--- config.mk ---
export PLATFORM = sky130hd
export DESIGN_NAME = rpps_top
export DESIGN_NICKNAME = d
export VERILOG_FILES = /design/src/common/rpps_pkg.sv /design/src/rtl/rpps_top.sv /design/src/rtl/rpps_sel_mux.sv
export SDC_FILE = /design/constraint.sdc
export NUM_CORES = 1
export LEC_CHECK = 0
export BUFFER_PORTS_ARGS = -buffer_cell sky130_fd_sc_hd__buf_2
export CAP_MARGIN = 20
export CORE_ASPECT_RATIO = 2
export CORE_MARGIN = 4
export CORE_UTILIZATION = 54
export DETAILED_ROUTE_END_ITERATION = 6
export PLACE_DENSITY = 0.8
export REMOVE_ABC_BUFFERS = 1
export SLEW_MARGIN = 25
export SYNTH_ARGS = -nofsm -noshare
export SYNTH_HDL_FRONTEND = slang
export SYNTH_SLANG_ARGS = --single-unit
--- constraint.sdc ---
create_clock -name ref_clk -period 1.9 [get_ports ref_clk]
set_input_delay 0.38 -clock ref_clk [delete_from_list [all_inputs] [get_ports ref_clk]]
set_output_delay 0.38 -clock ref_clk [all_outputs]
set_load 0.01 [all_outputs]
--- src/common/rpps_pkg.sv ---
// Constants, register map and field layout of the remappable pin select block
package rpps_pkg;

  // Sizes
  localparam int NUM_PINS = 16;
  localparam int NUM_IN = 14;
  localparam int NUM_IN_REGS = 9;
  localparam int NUM_OUT_REGS = 8;
  localparam int SEL_W = 5;
  localparam int ADDR_W = 12;
  localparam int NUM_FUNC = 32;

  // Register byte addresses
  localparam logic [11:0] IN_BASE = 12'h000;
  localparam logic [11:0] IN_LAST = 12'h020;
  localparam logic [11:0] OUT_BASE = 12'h040;
  localparam logic [11:0] OUT_LAST = 12'h05c;
  localparam logic [11:0] OSC_CTL_ADDR = 12'h080;
  localparam logic [11:0] PIN_STATUS_ADDR = 12'h084;

  // Field positions
  localparam int LO_LSB = 0;
  localparam int HI_LSB = 8;
  localparam int LOCK_BIT = 6;

  // Values after reset and special codes
  localparam logic [4:0] IN_SEL_RESET = 5'h1f;
  localparam logic [4:0] OUT_SEL_RESET = 5'h00;
  localparam logic [4:0] OUT_SEL_NULL = 5'h00;
  localparam logic LOCK_RESET = 1'b0;

  // Peripheral input indices
  localparam int IN_EXT_IRQ_ONE = 0;
  localparam int IN_EXT_IRQ_TWO = 1;
  localparam int IN_TIMER_TWO_CLK = 2;
  localparam int IN_TIMER_THREE_CLK = 3;
  localparam int IN_CAPTURE_ONE = 4;
  localparam int IN_CAPTURE_TWO = 5;
  localparam int IN_CAPTURE_SEVEN = 6;
  localparam int IN_CAPTURE_EIGHT = 7;
  localparam int IN_COMPARE_FAULT_A = 8;
  localparam int IN_SERIAL_RX = 9;
  localparam int IN_SERIAL_CTS = 10;
  localparam int IN_SPI_DATA = 11;
  localparam int IN_SPI_CLOCK = 12;
  localparam int IN_SPI_SELECT = 13;

  // Input register index of each peripheral input, highest input first
  localparam logic [NUM_IN-1:0][3:0] IN_REG_IDX = {
    4'h8, 4'h7, 4'h7, 4'h6, 4'h6, 4'h5, 4'h4, 4'h4, 4'h3, 4'h3, 4'h2, 4'h2, 4'h1, 4'h0
  };
  // Set where the input's field sits in bits 12-8, clear for bits 4-0
  localparam logic [NUM_IN-1:0] IN_FIELD_HI = 14'h14a9;

  typedef enum logic {
    RPPS_IDLE,
    RPPS_ANSWER
  } rpps_phase_t;

endpackage

--- src/rtl/rpps_top.sv ---
// Remappable peripheral pin select: APB registers, input and output routing
`timescale 1ns/10ps
module rpps_top (
  // Clock and reset
  input wire logic ref_clk,
  input wire logic rstn,
  // APB slave
  input wire logic [11:0] paddr,
  input wire logic psel,
  input wire logic penable,
  input wire logic pwrite,
  input wire logic [31:0] pwdata,
  output logic [31:0] prdata,
  output logic pready,
  output logic pslverr,
  // Remappable pins
  input wire logic [15:0] pin_in,
  output logic [15:0] pin_out,
  output logic [15:0] pin_out_en_n,
  // Peripheral outputs, bit k is function code k
  input wire logic [31:0] periph_out_func,
  // Routed peripheral inputs
  output logic ext_irq_one,
  output logic ext_irq_two,
  output logic timer_two_ext_clock,
  output logic timer_three_ext_clock,
  output logic capture_in_one,
  output logic capture_in_two,
  output logic capture_in_seven,
  output logic capture_in_eight,
  output logic compare_fault_a,
  output logic serial_one_receive,
  output logic serial_one_clear_to_send,
  output logic spi_one_data_in,
  output logic spi_one_clock_in,
  output logic spi_one_select_in,
  // Lock state
  output logic remap_write_lock
);

  typedef struct packed {
    rpps_pkg::rpps_phase_t phase;
    logic pready;
    logic pslverr;
    logic [31:0] prdata;
    logic lock;
    logic [rpps_pkg::NUM_IN-1:0][4:0] in_sel;
    logic [rpps_pkg::NUM_PINS-1:0][4:0] out_sel;
    logic [rpps_pkg::NUM_IN-1:0] periph_in;
    logic [rpps_pkg::NUM_PINS-1:0] pin_drive;
    logic [rpps_pkg::NUM_PINS-1:0] pin_off_n;
    logic [rpps_pkg::NUM_PINS-1:0] pin_sample;
  } rpps_state_t;

  rpps_state_t st;
  rpps_state_t next_st;

  logic [rpps_pkg::NUM_IN-1:0] in_routed;
  logic [rpps_pkg::NUM_PINS-1:0] out_routed;
  logic [31:0] pin_src;
  logic [31:0] func_src;

  // Codes past the last pin, all ones among them, see zero
  assign pin_src = {16'h0000, pin_in};
  // Code zero never selects a function
  assign func_src = {periph_out_func[31:1], 1'b0};

  genvar gi;
  generate
    for (gi = 0; gi < rpps_pkg::NUM_IN; gi++) begin : g_in
      rpps_sel_mux u_in_mux (
        .sel(st.in_sel[gi]),
        .src(pin_src),
        .dout(in_routed[gi])
      );
    end
    for (gi = 0; gi < rpps_pkg::NUM_PINS; gi++) begin : g_out
      rpps_sel_mux u_out_mux (
        .sel(st.out_sel[gi]),
        .src(func_src),
        .dout(out_routed[gi])
      );
    end
  endgenerate

  // Register read value
  function automatic logic [31:0] read_word(input rpps_state_t s, input logic [11:0] addr);
    logic [31:0] w;
    logic [3:0] ridx;
    logic [2:0] oidx;
    w = 32'h0000_0000;
    ridx = addr[5:2];
    oidx = addr[4:2];
    if (addr >= rpps_pkg::IN_BASE && addr <= rpps_pkg::IN_LAST) begin
      for (int i = 0; i < rpps_pkg::NUM_IN; i++) begin
        if (rpps_pkg::IN_REG_IDX[i] == ridx) begin
          if (rpps_pkg::IN_FIELD_HI[i]) begin
            w[rpps_pkg::HI_LSB +: 5] = s.in_sel[i];
          end else begin
            w[rpps_pkg::LO_LSB +: 5] = s.in_sel[i];
          end
        end
      end
    end else if (addr >= rpps_pkg::OUT_BASE && addr <= rpps_pkg::OUT_LAST) begin
      w[rpps_pkg::LO_LSB +: 5] = s.out_sel[{oidx, 1'b0}];
      w[rpps_pkg::HI_LSB +: 5] = s.out_sel[{oidx, 1'b1}];
    end else if (addr == rpps_pkg::OSC_CTL_ADDR) begin
      w[rpps_pkg::LOCK_BIT] = s.lock;
    end else if (addr == rpps_pkg::PIN_STATUS_ADDR) begin
      w[15:0] = s.pin_sample;
    end else begin
      w = 32'h0000_0000;
    end
    return w;
  endfunction

  // Address decode of the nine input, eight output and two own registers
  function automatic logic is_mapped(input logic [11:0] addr);
    logic ok;
    ok = 1'b0;
    if (addr[1:0] != 2'h0) begin
      ok = 1'b0;
    end else if (addr >= rpps_pkg::IN_BASE && addr <= rpps_pkg::IN_LAST) begin
      ok = 1'b1;
    end else if (addr >= rpps_pkg::OUT_BASE && addr <= rpps_pkg::OUT_LAST) begin
      ok = 1'b1;
    end else if (addr == rpps_pkg::OSC_CTL_ADDR) begin
      ok = 1'b1;
    end else if (addr == rpps_pkg::PIN_STATUS_ADDR) begin
      ok = 1'b1;
    end else begin
      ok = 1'b0;
    end
    return ok;
  endfunction

  always_comb begin
    logic [3:0] ridx;
    logic [2:0] oidx;
    logic wr_ok;
    ridx = paddr[5:2];
    oidx = paddr[4:2];
    wr_ok = 1'b0;
    next_st = st;
    next_st.pready = 1'b0;
    next_st.pslverr = 1'b0;

    // APB: one wait cycle, then the answer; writes land at the answer edge
    case (st.phase)
      rpps_pkg::RPPS_IDLE: begin
        if (psel && penable) begin
          next_st.phase = rpps_pkg::RPPS_ANSWER;
          next_st.pready = 1'b1;
          next_st.pslverr = ~is_mapped(paddr);
          next_st.prdata = (pwrite || !is_mapped(paddr)) ? 32'h0000_0000 : read_word(st, paddr);
        end
      end
      rpps_pkg::RPPS_ANSWER: begin
        next_st.phase = rpps_pkg::RPPS_IDLE;
        wr_ok = psel && penable && pwrite && is_mapped(paddr);
      end
      default: begin
        next_st.phase = rpps_pkg::RPPS_IDLE;
      end
    endcase

    if (wr_ok) begin
      if (paddr == rpps_pkg::OSC_CTL_ADDR) begin
        next_st.lock = pwdata[rpps_pkg::LOCK_BIT];
      end else if (st.lock) begin
        // Routing stays as it was while locked
        next_st.in_sel = st.in_sel;
      end else if (paddr <= rpps_pkg::IN_LAST) begin
        for (int i = 0; i < rpps_pkg::NUM_IN; i++) begin
          if (rpps_pkg::IN_REG_IDX[i] == ridx) begin
            if (rpps_pkg::IN_FIELD_HI[i]) begin
              next_st.in_sel[i] = pwdata[rpps_pkg::HI_LSB +: 5];
            end else begin
              next_st.in_sel[i] = pwdata[rpps_pkg::LO_LSB +: 5];
            end
          end
        end
      end else if (paddr >= rpps_pkg::OUT_BASE && paddr <= rpps_pkg::OUT_LAST) begin
        next_st.out_sel[{oidx, 1'b0}] = pwdata[rpps_pkg::LO_LSB +: 5];
        next_st.out_sel[{oidx, 1'b1}] = pwdata[rpps_pkg::HI_LSB +: 5];
      end
    end

    // Input routing, one cycle behind the pins
    next_st.periph_in = in_routed;

    // Output routing per pin
    for (int p = 0; p < rpps_pkg::NUM_PINS; p++) begin
      if (st.out_sel[p] == rpps_pkg::OUT_SEL_NULL) begin
        next_st.pin_drive[p] = 1'b0;
        next_st.pin_off_n[p] = 1'b1;
      end else begin
        next_st.pin_drive[p] = out_routed[p];
        next_st.pin_off_n[p] = 1'b0;
      end
    end

    next_st.pin_sample = pin_in;
  end

  always_ff @(posedge ref_clk) begin
    if (!rstn) begin
      st.phase <= rpps_pkg::RPPS_IDLE;
      st.pready <= 1'b0;
      st.pslverr <= 1'b0;
      st.prdata <= 32'h0000_0000;
      st.lock <= rpps_pkg::LOCK_RESET;
      for (int i = 0; i < rpps_pkg::NUM_IN; i++) begin
        st.in_sel[i] <= rpps_pkg::IN_SEL_RESET;
      end
      for (int p = 0; p < rpps_pkg::NUM_PINS; p++) begin
        st.out_sel[p] <= rpps_pkg::OUT_SEL_RESET;
      end
      st.periph_in <= 14'h0000;
      st.pin_drive <= 16'h0000;
      st.pin_off_n <= 16'hffff;
      st.pin_sample <= 16'h0000;
    end else begin
      st <= next_st;
    end
  end

  // Outputs straight from the state register
  assign prdata = st.prdata;
  assign pready = st.pready;
  assign pslverr = st.pslverr;
  assign pin_out = st.pin_drive;
  assign pin_out_en_n = st.pin_off_n;
  assign remap_write_lock = st.lock;
  assign ext_irq_one = st.periph_in[rpps_pkg::IN_EXT_IRQ_ONE];
  assign ext_irq_two = st.periph_in[rpps_pkg::IN_EXT_IRQ_TWO];
  assign timer_two_ext_clock = st.periph_in[rpps_pkg::IN_TIMER_TWO_CLK];
  assign timer_three_ext_clock = st.periph_in[rpps_pkg::IN_TIMER_THREE_CLK];
  assign capture_in_one = st.periph_in[rpps_pkg::IN_CAPTURE_ONE];
  assign capture_in_two = st.periph_in[rpps_pkg::IN_CAPTURE_TWO];
  assign capture_in_seven = st.periph_in[rpps_pkg::IN_CAPTURE_SEVEN];
  assign capture_in_eight = st.periph_in[rpps_pkg::IN_CAPTURE_EIGHT];
  assign compare_fault_a = st.periph_in[rpps_pkg::IN_COMPARE_FAULT_A];
  assign serial_one_receive = st.periph_in[rpps_pkg::IN_SERIAL_RX];
  assign serial_one_clear_to_send = st.periph_in[rpps_pkg::IN_SERIAL_CTS];
  assign spi_one_data_in = st.periph_in[rpps_pkg::IN_SPI_DATA];
  assign spi_one_clock_in = st.periph_in[rpps_pkg::IN_SPI_CLOCK];
  assign spi_one_select_in = st.periph_in[rpps_pkg::IN_SPI_SELECT];

endmodule

--- src/rtl/rpps_sel_mux.sv ---
// One-of-32 selector used for both input and output routing
`timescale 1ns/10ps
module rpps_sel_mux (
  // Selection
  input wire logic [4:0] sel,
  // Candidate sources
  input wire logic [31:0] src,
  // Selected source
  output logic dout
);

  always_comb begin
    dout = src[sel];
  end

endmodule

==> out/metrics.cfg, run 1 <==
[status]
outcome=complete, but fails checks
violations=negative setup slack

[yosys]
synth_warnings=0
ys_top_cells_by_area=mux4_2 33%, dfxtp_1 29%, nand2_1 5.3%, mux2i_1 4.4%, clkbuf_1 3.5%
yosys_register_bits=231
synthFlopType=dfxtp_1
yosysUniqueCellTypes=61
synth_edf_count=0
synth_area_sq_um=15970
synthArstFlopShare_pct=0
synth_cells=1494
synth_seq_area_share_pct=28.95
avgSynthCellArea_sq_um=10.69
synth.top_cell.area_share_pct=32.57
yosys.area.top_type=mux4_2

[route]
wire_per_inst_um=31.24
drt_iter0_drc=2108
drc=0
wirelength_mm=64.52
ant_nets=0
num_vias=14905
via_per_inst=7.218
first_pass_iters=6

[grt]
grt_first_pass_wirelength_mm=93.05
grt_pass1_vias=15296
grt_max_degree=76
overflow=0
grtUsageTotal_pct=38.65
antenna_found_initial=3

[sta]
fin_crit_sh_pct=101.9
setup_violations=10
setup_ws_ns=-0.03528
slew_headroom_pct=58.13
period_needed_ns=1.935
worst_pin_slew_ns=0.6281
report.final.slew_viol_count=0
holdWs_ns=0.1174
fin_skew_ns=0.02206
timing.fmax_mhz=516.7
rsz0062_at_grt=yes
hold_viol=0

[worst_setup_path]
critPathArrivalTime_ns=2.41
endpoint_kind=flop
cp_cell_sequence=nand4_1, or3_4, nor4_4, buf_6, clkbuf_16, nand2_2, a21boi_1
cp.required_ns=2.38
startpoint_type=flop
cpMaxStageDelayCell=or3_4
cpLargestDelayFamily=simple AND/OR/NAND/NOR gates
crit_path_max_fanout=6
path_buf_inv=2
critPathKind=reg -> reg
critPathMaxStageDelay_ns=0.53

[floorplan]
core.rowCount=88
die_h_um=251.2
fp.dieW_um=129.6
core_area_sq_um=29070
start_util_pct=54.95
die_area_sq_um=32560
io_pins=178

[cts]
insertion_delay_ns=0.55
cts_root_buf=clkbuf_16
clock_sinks=231
clockBufferDepth=3
h-tree-depth=1
cts_made_buffers=23
clkSlewWorstSetupHoldPaths_ns=0.07
cts_tree=built

[power_and_ir_drop]
ir_drop_mv=0.7024
leakagePower_uw=0.007178
p_per_area_nw_per_um2=604.6

[placed_design]
dpl_worst_slack_ns=-0.4284
portBuffers=139
place_hpwl_mm=44.52
dp_cells=2008
gp_congestion=0.9960
place_area_sq_um=18020

[final_layout]
fillers=2202
postLayoutCoreUtil_pct=65.95
areaGrowthSynthToFinish_pct=20.01
nets=1783
drive_gt1_share_pct=44.36
layout_common_cells=245 x buf_4, 231 x mux4_2, 214 x nand2_1, 206 x dfxtp_1, 138 x buf_2
instances_no_fill=2065
mostFrequentLayoutCell=buf_4
design_area_sq_um=19170

[worst_hold_path]
hold_path_class=in -> reg

[job]
drv_cap=0

## cells by family after synthesis
group | count (synthesis) | synth area share, %
and+or+nand+nor | 387 | 12.45
other | 1 | 0.02348
DFF | 231 | 28.95
buffers and inverters | 265 | 8.068
muxes | 320 | 38.29
AOI/OAI and AO/OA | 290 | 12.23
## per-stage QoR
| step | setup TNS, ns | power, uW |
|---|---|---|
| floorplan | -113.01 | 5538 |
| global placement | -33.72 | 6468 |
| detailed placement | -39.58 | 6508 |
| CTS | -0.07940 | 11510 |
| global route | -0.4350 | 11790 |
| finish | -0.1650 | 11590 |
## tightest hold or removal path: cells and delay by family
kind / cells / cell delay (ns)
and+or+nand+nor: 1 / 0.09
buffers and inverters: 1 / 0.08
muxes: 1 / 0.06
## power breakdown
group	total (uW)	switching, uW	internal, uW	leakage [uW]
logic	1640	949	687	0.00490
clock network	5100	2160	2950	0.000396
registers	4850	5.92	4850	0.00188
## repair_timing
item,CTS,global route
cloned,0,4
pin swaps,2,18
hold buffers,0,0
resized for setup,17,55
setup buffers,0,11
setup endpoints to repair,18,92
## cells in the mapped netlist (10+ instances only)
library cell	instances
a21boi_1	70
a21o_1	13
a21oi_1	12
and2_1	25
buf_2	28
buf_4	67
clkbuf_1	150
dfxtp_1	231
inv_1	10
mux2_2	18
mux2i_1	71
mux4_2	231
nand2_1	224
nand3_1	10
nand4_1	12
nor2_1	24
nor2b_1	25
o211ai_1	51
o21ai_0	54
o21ai_1	34
o31ai_1	17
or4_1	16
## state kept, by name, indices dropped and copies added, names as in the netlist, 16 cells and up
signal / count
pin_out: 16
prdata: 16
pin_out_en_n: 16
st: 167
## layout make-up
type,instances,area (sq um),area share (%)
multi-input cells,1013,10220,53.34
repair buffers,405,2945,15.36
diodes,3,7.507,0.03916
clock buffers,26,586.8,3.061
clock inverters,15,232.7,1.214
flip-flops and latches,231,4678,24.40
well taps,360,450.4,2.350
inverters,12,45.04,0.2350
## worst paths after layout
check / start / to / slack (ns) / depth (start not counted)
setup / recovery: st[247] / st[99] / -0.04 / 7
hold / removal: pwdata[6] / remap_write_lock / 0.12 / 3
setup reg to reg: st[247] / st[99] / -0.04 / 7
hold reg to reg: st[14] / prdata[14] / 0.45 / 1
## routing by layer
| layer | up-vias | part of all wire (%) | global-route usage, % |
|---|---|---|---|
| li1 | 5983 | - | - |
| met1 | 7028 | 29 | 39.88 |
| met2 | 1352 | 47 | 63.27 |
| met3 | 540 | 11 | 9.653 |
| met4 | 2 | 12 | 34.48 |
| met5 | - | 0.029 | 0 |
(Power assumes the default switching activity.)
==> run 2, diff against run 1 <==
GPL_TIMING_DRIVEN = 0   (was not set)
SKIP_CTS_REPAIR_TIMING = 1   (was not set)
==> run 2 against run 1 <==
Global-route usage is 4.2 points lower. Sequential power about the same. Critical path type unchanged. Cell area is 4.7% lower. The flow still finishes with violations (negative setup slack).
==> out/metrics.cfg, run 2 (same netlist as run 1, synthesis figures left out) <==
[sta]
fin_skew_ns=0.01820
rsz0062_at_grt=yes
setup_ws_ns=-0.1868
setup_violations=127
fin_crit_sh_pct=109.8
timing.fmax_mhz=479.2
worst_pin_slew_ns=0.8812
holdWs_ns=0.1008
slew_headroom_pct=41.03
tns_ns=-11.10
hold_viol=0
period_needed_ns=2.087
report.final.slew_viol_count=0

[placed_design]
place_hpwl_mm=37.18
place_area_sq_um=16040
gp_congestion=0.9996
portBuffers=139

[route]
first_pass_iters=6
wire_per_inst_um=32.31
ant_nets=0
drc=0
num_vias=14469
via_per_inst=7.713
wirelength_mm=60.61
drt_iter0_drc=2725

[worst_setup_path]
worstRegToRegCells=6
r2r-start=st[247]
startpoint_type=flop
r2r_setup_slack_ns=-0.19
cp.required_ns=2.35
startpoint=st[247]
endpoint_kind=flop
crit_path_max_fanout=10
r2r-end=st[96]
cp-endpoint=st[96]
critPathArrivalTime_ns=2.54
critPathKind=reg -> reg

[floorplan]
die_area_sq_um=32560
core_area_sq_um=29070
die_h_um=251.2
fp.dieW_um=129.6
start_util_pct=54.95
core.rowCount=88
io_pins=178

[cts]
cts_tree=built
clock_sinks=231
clkSlewWorstSetupHoldPaths_ns=0.07
clockBufferDepth=3
h-tree-depth=1
cts_made_buffers=23
cts_root_buf=clkbuf_16
insertion_delay_ns=0.54

[worst_hold_path]
hold_start=pwdata[6]
hold_path_class=in -> reg
whs_path_depth=3

[grt]
grtUsageTotal_pct=34.46
grt_first_pass_wirelength_mm=84.47
grt_pass1_vias=14050
antenna_found_initial=3
overflow=0
grt_max_degree=106

[final_layout]
antenna_cells=0
nets=1598
postLayoutCoreUtil_pct=62.84
fillers=2159
areaGrowthSynthToFinish_pct=14.35
mostFrequentLayoutCell=mux4_2
design_area_sq_um=18270
largest_reg_flops=167
largest_register=st
layout_common_cells=231 x mux4_2, 205 x dfxtp_1, 204 x nand2_1, 135 x buf_2, 62 x mux2i_1
drive_gt1_share_pct=42.35

[status]
violations=negative setup slack
outcome=complete, but fails checks

[power_and_ir_drop]
total_power_uw=11270
p_per_area_nw_per_um2=617.1
ir_drop_mv=0.5036
leakagePower_uw=0.006438

[job]
drv_cap=0

[run 2: changes by cell type in the layout (fill, tap and decap cells not counted), moves of 6 or more]
cell     previous run  this run
buf_4             245        33
o21ai_1            34        20
buf_6               4        20
nand2_2             6        19
nand2_1           214       204
dfxtp_4             9        15
o21ai_0            54        28
o21ai_2             0        37
[run 2: per-stage QoR]
step | worst slack (ns) | instances
finish | -0.1868 | 1876
global route | -0.2273 | 1876
CTS | -1.474 | 1801
detailed placement | -2.009 | 1761
global placement | -3.773 | 1755
floorplan | -1.598 | 1256
[run 2: layout make-up]
| type | instances | area, sq um | share of cell area (%) |
|---|---|---|---|
| Clock buffer | 28 | 604.3 | 3.308 |
| Clock inverter | 12 | 197.7 | 1.082 |
| Inverter | 12 | 48.80 | 0.2671 |
| Multi-Input combinational cell | 1015 | 10540 | 57.71 |
| Sequential cell | 231 | 4695 | 25.70 |
| Tap cell | 360 | 450.4 | 2.466 |
| Timing Repair Buffer | 218 | 1729 | 9.466 |
[run 2: worst min path at each step]
stage	endpoint	slack [ns]
final	remap_write_lock	0.10
after global routing	remap_write_lock	0.13
after CTS	remap_write_lock	0.10
after floorplan	prdata[13]	0.42
after global placement	prdata[5]	0.43
after detailed placement	prdata[14]	0.44
[run 2: report_power, final]
| group | switching, uW | total [uW] | leakage, uW | internal (uW) |
|---|---|---|---|---|
| logic | 893 | 1400 | 0.00417 | 509 |
| clock network | 2070 | 5030 | 0.000387 | 2950 |
| registers | 6.92 | 4840 | 0.00188 | 4840 |
[run 2: metal layers]
layer	track usage [%]	up-vias	part of all wire, %
met1	37.61	6720	28
met3	9.547	583	14
met4	28.27	6	12
met5	0	-	0.049
li1	-	5616	-
met2	54.81	1544	46
[run 2: worst max-delay path, stage by stage (launching register included)]
cell      delay (ns)
dfxtp_2         0.34
nand4_1         0.21
or3_4           0.59
nor4_4          0.40
buf_12          0.19
nand2_1         0.07
a21boi_1        0.19
